$ cat src/err_log_pkg.sv
//==================================================================
// Operation
// - First error per category locks its field
// - Same-cycle errors with first all latch
// - Logged bits survive system reset, cleared by software
// - Bits reset zero, write one clears
// - First-error bits 31:9 read zero
// - Bit 8: internal fatal error
// - Bit 7: device non-fatal error
// - Bit 6: device correctable error
// - Bit 5: unit-specific fatal error
// - Bit 4: unit-specific non-fatal error
// - Bit 3: unit-specific correctable error
// - Unit report mask never blocks logging
// - Bit 2: fatal message received
// - Bit 1: non-fatal message received
// - Bit 0: correctable message received
// - Messages masked when SERR enable zero
// - Next-error log at 164h, same layout
// - First-error log at 160h, write-one-clear
package err_log_pkg;
   //===============================================================
   // Register map
   localparam logic [11:0] FIRST_ERR_OFS = 12'h160; // First-error log
   localparam logic [11:0] NEXT_ERR_OFS = 12'h164; // Next-error log
   localparam int LOG_BITS = 9; // Defined error bits 8:0
   localparam logic [31:0] LOG_RESET = 32'h0000_0000; // Reset value
   // Field positions
   localparam int BIT_MSG_COR = 0;
   localparam int BIT_MSG_NONFATAL = 1;
   localparam int BIT_MSG_FATAL = 2;
   localparam int BIT_UNIT_COR = 3;
   localparam int BIT_UNIT_NONFATAL = 4;
   localparam int BIT_UNIT_FATAL = 5;
   localparam int BIT_DEV_COR = 6;
   localparam int BIT_DEV_NONFATAL = 7;
   localparam int BIT_DEV_FATAL = 8;
endpackage

$ cat src/err_log_field.sv
`timescale 1ns/100ps
//==================================================================
// One category's first/next capture pair
module err_log_field (
   input wire logic sys_clk, // Core clock
   input wire logic por_n, // Power-on reset, active low
   input wire logic err_evt, // Error event this cycle
   input wire logic clr_first, // Write-one clear of first bit
   input wire logic clr_next, // Write-one clear of next bit
   output logic first_reg, // First-error bit
   output logic next_reg // Next-error bit
);
   logic first_next; // Next value of first bit
   logic next_next; // Next value of next bit

   // Capture into first when free, else into next
   assign first_next = (first_reg & ~clr_first) | (err_evt & ~first_reg);
   assign next_next = (next_reg & ~clr_next) | (err_evt & first_reg);

   // Only power-on reset clears; system reset does not reach here
   always_ff @(posedge sys_clk or negedge por_n) begin
      if (!por_n) begin
         first_reg <= 1'b0;
         next_reg <= 1'b0;
      end else begin
         first_reg <= first_next;
         next_reg <= next_next;
      end
   end
endmodule

$ cat src/pcie_port_error_first_next_log.sv
`timescale 1ns/100ps
//==================================================================
// Error first/next log for one root port
module pcie_port_error_first_next_log
   import err_log_pkg::*;
(
   input wire logic sys_clk, // Core clock, 40 MHz
   input wire logic nrst, // System reset, active low (logs survive it)
   input wire logic por_n, // Power-on reset, active low
   input wire logic dev_fatal_det, // Internal fatal error strobe
   input wire logic dev_nonfatal_det, // Device non-fatal error strobe
   input wire logic dev_cor_det, // Device correctable error strobe
   input wire logic unit_fatal_det, // Unit fatal error strobe
   input wire logic unit_nonfatal_det, // Unit non-fatal error strobe
   input wire logic unit_cor_det, // Unit correctable error strobe
   input wire logic msg_fatal_rx, // Fatal error message received
   input wire logic msg_nonfatal_rx, // Non-fatal error message received
   input wire logic msg_cor_rx, // Correctable error message received
   input wire logic serr_en, // SERR enable from bridge control
   input wire logic [11:0] reg_addr, // Register byte address
   input wire logic [31:0] reg_wdata, // Write data
   input wire logic reg_wr, // Write strobe
   input wire logic reg_rd, // Read strobe
   output logic [31:0] reg_rdata // Read data, cycle after strobe
);
   //===============================================================
   // Event gathering
   logic [LOG_BITS-1:0] evt; // Error events by bit position
   logic [LOG_BITS-1:0] first_bits; // First-error log bits
   logic [LOG_BITS-1:0] next_bits; // Next-error log bits
   logic hit_first; // Address hits first-error log
   logic hit_next; // Address hits next-error log
   logic [LOG_BITS-1:0] clr_first; // Write-one clear mask, first
   logic [LOG_BITS-1:0] clr_next; // Write-one clear mask, next
   logic [31:0] rd_mux; // Selected read word
   logic [31:0] rdata_next; // Next read data

   assign evt[BIT_DEV_FATAL] = dev_fatal_det;
   assign evt[BIT_DEV_NONFATAL] = dev_nonfatal_det;
   assign evt[BIT_DEV_COR] = dev_cor_det;
   // Unit report mask is not applied here
   assign evt[BIT_UNIT_FATAL] = unit_fatal_det;
   assign evt[BIT_UNIT_NONFATAL] = unit_nonfatal_det;
   assign evt[BIT_UNIT_COR] = unit_cor_det;
   assign evt[BIT_MSG_FATAL] = msg_fatal_rx & serr_en;
   assign evt[BIT_MSG_NONFATAL] = msg_nonfatal_rx & serr_en;
   assign evt[BIT_MSG_COR] = msg_cor_rx & serr_en;

   //===============================================================
   // Register decode
   assign hit_first = (reg_addr == FIRST_ERR_OFS);
   assign hit_next = (reg_addr == NEXT_ERR_OFS);
   assign clr_first = (reg_wr & hit_first) ? reg_wdata[LOG_BITS-1:0] : '0;
   assign clr_next = (reg_wr & hit_next) ? reg_wdata[LOG_BITS-1:0] : '0;

   //===============================================================
   // Per-category capture; all same-cycle events land together
   for (genvar i = 0; i < LOG_BITS; i++) begin : g_field
      err_log_field u_field (
         .sys_clk(sys_clk),
         .por_n(por_n),
         .err_evt(evt[i]),
         .clr_first(clr_first[i]),
         .clr_next(clr_next[i]),
         .first_reg(first_bits[i]),
         .next_reg(next_bits[i])
      );
   end

   //===============================================================
   // Read path; reserved bits and unmapped addresses read zero
   assign rd_mux = hit_first ? {23'h000000, first_bits} :
                   hit_next ? {23'h000000, next_bits} : 32'h0000_0000;
   assign rdata_next = reg_rd ? rd_mux : 32'h0000_0000;

   // Read data register, cleared by system reset
   always_ff @(posedge sys_clk or negedge nrst) begin
      if (!nrst) begin
         reg_rdata <= LOG_RESET;
      end else begin
         reg_rdata <= rdata_next;
      end
   end

   //===============================================================
   // Checks
   AST_LOCK: assert property (@(posedge sys_clk) disable iff (!por_n)
      first_bits[0] && !clr_first[0] |=> first_bits[0])
      else $error("locked first bit dropped");
   AST_NEXT: assert property (@(posedge sys_clk) disable iff (!por_n)
      first_bits[BIT_DEV_FATAL] && dev_fatal_det |=> next_bits[BIT_DEV_FATAL])
      else $error("next log missed error");
   AST_SAME: assert property (@(posedge sys_clk) disable iff (!por_n)
      (first_bits == '0) && (evt != '0) |=> first_bits == $past(evt))
      else $error("same-cycle errors not latched");
   AST_SERR: assert property (@(posedge sys_clk) disable iff (!por_n)
      !serr_en && first_bits[2:0] == 3'h0 && !dev_cor_det |=> first_bits[2:0] == 3'h0)
      else $error("masked message logged");
   AST_CLR: assert property (@(posedge sys_clk) disable iff (!por_n)
      clr_next[3] && !unit_cor_det |=> !next_bits[3])
      else $error("write one did not clear");
   AST_RECAP: assert property (@(posedge sys_clk) disable iff (!por_n)
      clr_first[6] && first_bits[6] ##1 dev_cor_det |=> first_bits[6])
      else $error("cleared field not recaptured");
   AST_RSV: assert property (@(posedge sys_clk) disable iff (!nrst)
      reg_rd && hit_first |=> reg_rdata[31:9] == 23'h000000)
      else $error("reserved bits nonzero");
   AST_STICKY: assert property (@(posedge sys_clk) disable iff (!por_n)
      !nrst && first_bits[8] && !dev_fatal_det |=> first_bits[8])
      else $error("log lost on system reset");
   AST_READ: assert property (@(posedge sys_clk) disable iff (!nrst)
      reg_rd && hit_first |=> reg_rdata[8:0] == $past(first_bits))
      else $error("first log read wrong");
   //===============================================================
   // Per-category capture into a free first-error field
   // Device fatal strobe lands in bit 8
   AST_DEV_FATAL: assert property (@(posedge sys_clk) disable iff (!por_n)
      dev_fatal_det && !first_bits[BIT_DEV_FATAL] |=> first_bits[BIT_DEV_FATAL])
      else $error("device fatal not captured");
   // Device non-fatal strobe lands in bit 7
   AST_DEV_NONFATAL: assert property (@(posedge sys_clk) disable iff (!por_n)
      dev_nonfatal_det && !first_bits[BIT_DEV_NONFATAL] |=> first_bits[BIT_DEV_NONFATAL])
      else $error("device non-fatal not captured");
   // Device correctable strobe lands in bit 6
   AST_DEV_COR: assert property (@(posedge sys_clk) disable iff (!por_n)
      dev_cor_det && !first_bits[BIT_DEV_COR] |=> first_bits[BIT_DEV_COR])
      else $error("device correctable not captured");
   // Unit fatal strobe lands in bit 5 whatever the report mask says
   AST_UNIT_FATAL: assert property (@(posedge sys_clk) disable iff (!por_n)
      unit_fatal_det && !first_bits[BIT_UNIT_FATAL] |=> first_bits[BIT_UNIT_FATAL])
      else $error("unit fatal not captured");
   // Unit non-fatal strobe lands in bit 4
   AST_UNIT_NONFATAL: assert property (@(posedge sys_clk) disable iff (!por_n)
      unit_nonfatal_det && !first_bits[BIT_UNIT_NONFATAL] |=> first_bits[BIT_UNIT_NONFATAL])
      else $error("unit non-fatal not captured");
   // Unit correctable strobe lands in bit 3
   AST_UNIT_COR: assert property (@(posedge sys_clk) disable iff (!por_n)
      unit_cor_det && !first_bits[BIT_UNIT_COR] |=> first_bits[BIT_UNIT_COR])
      else $error("unit correctable not captured");
   // Fatal message with SERR enable set lands in bit 2
   AST_MSG_FATAL: assert property (@(posedge sys_clk) disable iff (!por_n)
      msg_fatal_rx && serr_en && !first_bits[BIT_MSG_FATAL] |=> first_bits[BIT_MSG_FATAL])
      else $error("fatal message not captured");
   // Non-fatal message with SERR enable set lands in bit 1
   AST_MSG_NONFATAL: assert property (@(posedge sys_clk) disable iff (!por_n)
      msg_nonfatal_rx && serr_en && !first_bits[BIT_MSG_NONFATAL]
      |=> first_bits[BIT_MSG_NONFATAL])
      else $error("non-fatal message not captured");
   // Correctable message with SERR enable set lands in bit 0
   AST_MSG_COR: assert property (@(posedge sys_clk) disable iff (!por_n)
      msg_cor_rx && serr_en && !first_bits[BIT_MSG_COR] |=> first_bits[BIT_MSG_COR])
      else $error("correctable message not captured");

   //===============================================================
   // Next-error log behaviour
   // An event on a free first field never reaches the next log
   AST_NEXT_FREE: assert property (@(posedge sys_clk) disable iff (!por_n)
      !first_bits[BIT_DEV_COR] && !next_bits[BIT_DEV_COR] |=> !next_bits[BIT_DEV_COR])
      else $error("next log set while first free");
   // A next bit holds until written with one
   AST_NEXT_HOLD: assert property (@(posedge sys_clk) disable iff (!por_n)
      next_bits[BIT_UNIT_FATAL] && !clr_next[BIT_UNIT_FATAL] |=> next_bits[BIT_UNIT_FATAL])
      else $error("next bit dropped");
   // Writing zero leaves a logged bit alone
   AST_ZERO_WR: assert property (@(posedge sys_clk) disable iff (!por_n)
      reg_wr && hit_first && !reg_wdata[BIT_DEV_NONFATAL] && first_bits[BIT_DEV_NONFATAL]
      |=> first_bits[BIT_DEV_NONFATAL])
      else $error("zero write changed bit");

   //===============================================================
   // Read path behaviour
   // Next log reads back in the cycle after the strobe
   AST_RD_NEXT: assert property (@(posedge sys_clk) disable iff (!nrst)
      reg_rd && hit_next |=> reg_rdata[8:0] == $past(next_bits))
      else $error("next log read wrong");
   // Unmapped addresses read zero
   AST_RD_NONE: assert property (@(posedge sys_clk) disable iff (!nrst)
      reg_rd && !hit_first && !hit_next |=> reg_rdata == 32'h0000_0000)
      else $error("unmapped read nonzero");
   // Read data stand only in the cycle after a read
   AST_RD_IDLE: assert property (@(posedge sys_clk) disable iff (!nrst)
      !reg_rd |=> reg_rdata == 32'h0000_0000)
      else $error("read data outside read cycle");

   //===============================================================
   // Scenario covers
   COV_RECAP: cover property (@(posedge sys_clk) disable iff (!por_n)
      clr_first[BIT_DEV_COR] ##1 dev_cor_det ##1 first_bits[BIT_DEV_COR]);
   COV_SAME: cover property (@(posedge sys_clk) disable iff (!por_n)
      first_bits == '0 ##1 first_bits == 9'h1FF);
   COV_FIRST: cover property (@(posedge sys_clk) disable iff (!por_n)
      dev_fatal_det ##1 first_bits[8]);
   COV_NEXT: cover property (@(posedge sys_clk) disable iff (!por_n)
      first_bits[0] && msg_cor_rx && serr_en);
   COV_CLR: cover property (@(posedge sys_clk) disable iff (!por_n)
      clr_first != '0 && first_bits != '0);
endmodule
$ cat config.mk
export PLATFORM = sky130hd
export DESIGN_NAME = pcie_port_error_first_next_log
export DESIGN_NICKNAME = d
export VERILOG_FILES = /design/src/err_log_pkg.sv /design/src/err_log_field.sv /design/src/pcie_port_error_first_next_log.sv
export SDC_FILE = /design/constraint.sdc
export NUM_CORES = 1
export LEC_CHECK = 0
export BUFFER_PORTS_ARGS = -buffer_cell sky130_fd_sc_hd__buf_2
export CORE_UTILIZATION = 38
export CTS_BUF_LIST = sky130_fd_sc_hd__clkbuf_8
export CTS_CLUSTER_DIAMETER = 80
export CTS_CLUSTER_SIZE = 25
export DETAILED_ROUTE_END_ITERATION = 6
export HOLD_SLACK_MARGIN = 0.08
export PLACE_DENSITY_LB_ADDON = 0.12
export SKIP_CTS_REPAIR_TIMING = 1
export SYNTH_ARGS = -nofsm -noshare
export SYNTH_HDL_FRONTEND = slang
export SYNTH_SLANG_ARGS = --single-unit
$ cat constraint.sdc
create_clock -name sys_clk -period 0.8 [get_ports sys_clk]
set_input_delay 0.12 -clock sys_clk [delete_from_list [all_inputs] [get_ports sys_clk]]
set_output_delay 0.12 -clock sys_clk [all_outputs]
set_load 0.01 [all_outputs]
==> out/results.tsv <==
metric	value	unit
DRC	0	
XOR/XNOR share of the synthesized area	0	
P_sw	573	uW
gr ovfl total	0	
Async SR Flop Fraction	1.00	
Ant. Diodes	0	
clk_lat worst skew	270	ps
Leak	0.000872	uW
die area	0.00375	mm^2
clk sinks	27	
area leader, netlist	dfrtp_1	
flops & latches, synth	27	
H-tree depth	1	
first-pass GRT wire length	4180	um
Avg WL per Cell	11.9	um
DRT Pass-1 Iters	4	
row count	21	
Starting Density	0.399	
final hold vios	0	
Hold WS	97.8	ps
Worst path slowest cell	or4b_4	
crit-path max FO	5	
DP Worst Slack	-923	ps
Setup-failing EPs final	36	
Die H	61.2	um
synthesized netlist cell count	123	
Mapped Area	0.00133	mm^2
Max VDD drop	0.000650	V
Post-synth top flop	dfrtp_1	
I/O Buffers	44	
Synth Area in Compound Gates	0.130	
detailed placement HPWL	1950	um
CP arrival	1570	ps
status	complete, but fails checks	
top cells by area, synth	dfrtp_1 (51%), buf_4 (13%), mux2i_1 (6.8%)	
CTS Buf Count	3	
Core Footprint	0.00334	mm^2
DR vias/cell	4.53	
top-area cell type share of the netlist area	0.507	
largest net degree at the start of global routing	19	
CTS tree	done	
Fmax	711	MHz
post-route ant nets	0	
class of the most critical setup path	input port to flop	
initial DRC count	45	
minimum clock period	1410	ps
initial antenna violation count	0	
largest family of logic cells by synthesized area	buffers and inverters	
combinational share of power	0.121	
leading cell type in the layout, fill and taps excluded	buf_2	
GPL Wtd Cong	0.801	
CP max stage delay	560	ps
power per cell area	1340	mW/mm^2
Sw Ratio	0.236	
Tot Pwr	2430	uW
most frequent cells in the layout	buf_2 (42), dfrtp_1 (27), conb_1 (23)	
Clock Pin Slew Worst Setup and Hold Paths	90	ps
synthesized area per cell	10.8	um^2
final worst slack	-607	ps
Final Core Density	0.543	
crit-path cells	buf_6, or4b_4, or4_4, a221o_1	
Die W	61.2	um
Syn-to-layout area delta	36.1	%
Max Cap Violations	0	
Worst Path Required	960	ps
type of origin of the critical path	input port	
nets@finish	252	
Vias	1077	
worst hold path class	input port to flop	
post-synthesis simple-gate area fraction	0.137	
crit share post-route	1.76	
unrepaired setup endpoints after global routing	yes	
Clock power frac	0.317	
warnings from Yosys	0	
WHS Path Cells	2	
number of global-route vias before repair	941	
GRT Total Usage	0.152	
Max Slew Vio Count	0	
Root Driver	clkbuf_8	
clk buf depth	2	
sequential share of power	0.562	
Post-synth EDFFs	0	
top-level I/O count	91	
Post-Route WL	2840	um
sequential element share of the synthesized area	0.507	
share of cells above drive strength 1	0.396	
mux contribution to synthesized area	0.0676	
CP Capture Type	flop	
R2R depth	2	
Synth Area in Adders	0	
final setup TNS	-15230	ps
Internal	1850	uW
failing checks	negative setup slack	
Netlist cell types	24	
final clock skew	4.27	ps
metrics by stage:
step	instance area (um^2)	std cells
after floorplan	1420	145
after global placement	1590	221
after detailed placement	1590	221
after CTS	1640	225
after global routing	1810	238
final	1810	238
critical path: cells and delay by family:
family / cells / cell delay (ps)
AND/OR/NAND/NOR: 2 / 1040
AO/OA/AOI/OAI: 1 / 310
buffers and inverters: 1 / 90
layer usage:
| metal | wire length (um) | part of all wire | GRT usage |
|---|---|---|---|
| met1 | 1250 | 0.44 | 0.196 |
| met2 | 1430 | 0.50 | 0.256 |
| met3 | 136 | 0.048 | 0.0231 |
| met4 | 19 | 0.0067 | 0.0584 |
| met5 | 0 | 0 | 0 |
cell type report:
cell class / instances / area [um^2]
inverters: 4 / 15.0
clock inverters: 1 / 7.51
fillers: 328 / 1520
repair buffers: 67 / 437
well taps: 46 / 57.6
multi-input cells: 90 / 579
clock buffers: 3 / 41.3
flip-flops and latches: 27 / 676
power by group through the flow:
stage | Clock, uW | Combinational, uW | Sequential, uW
floorplan | 0 | 179 | 1390
global placement | 0 | 236 | 1390
detailed placement | 0 | 242 | 1390
CTS | 791 | 243 | 1360
global route | 855 | 330 | 1360
finish | 768 | 294 | 1360
cell usage after synthesis, types with 3 or more instances:
cell type	count
dfrtp_1	27
buf_4	23
nor2_1	15
a31oi_1	9
mux2i_1	9
a221o_1	6
nor2b_1	6
inv_1	4
a21o_2	3
a21oi_1	3
nand3_1	3
o21ai_0	3
final timing paths:
| check | from | to | slack [ps] |
|---|---|---|---|
| setup / recovery | reg_addr[7] | g_field[8].u_field.next_reg$_DFF_PN0_ | -610 |
| hold / removal | unit_nonfatal_det | g_field[4].u_field.next_reg$_DFF_PN0_ | 100 |
| setup reg to reg | g_field[3].u_field.next_reg$_DFF_PN0_ | g_field[3].u_field.next_reg$_DFF_PN0_ | -110 |
| hold reg to reg | g_field[6].u_field.first_reg$_DFF_PN0_ | g_field[6].u_field.first_reg$_DFF_PN0_ | 520 |
| max in group asynchronous | por_n | g_field[2].u_field.first_reg$_DFF_PN0_ | 180 |
| min in group asynchronous | nrst | reg_rdata[3]$_DFF_PN0_ | 220 |
kinds of logic after synthesis:
family | Yosys count
flip-flops | 27
multiplexers | 9
AND/OR/NAND/NOR | 32
other | 1
AO/OA/AOI/OAI | 24
buffers and inverters | 30
No activity file was read; power rests on OpenSTA's default activity.
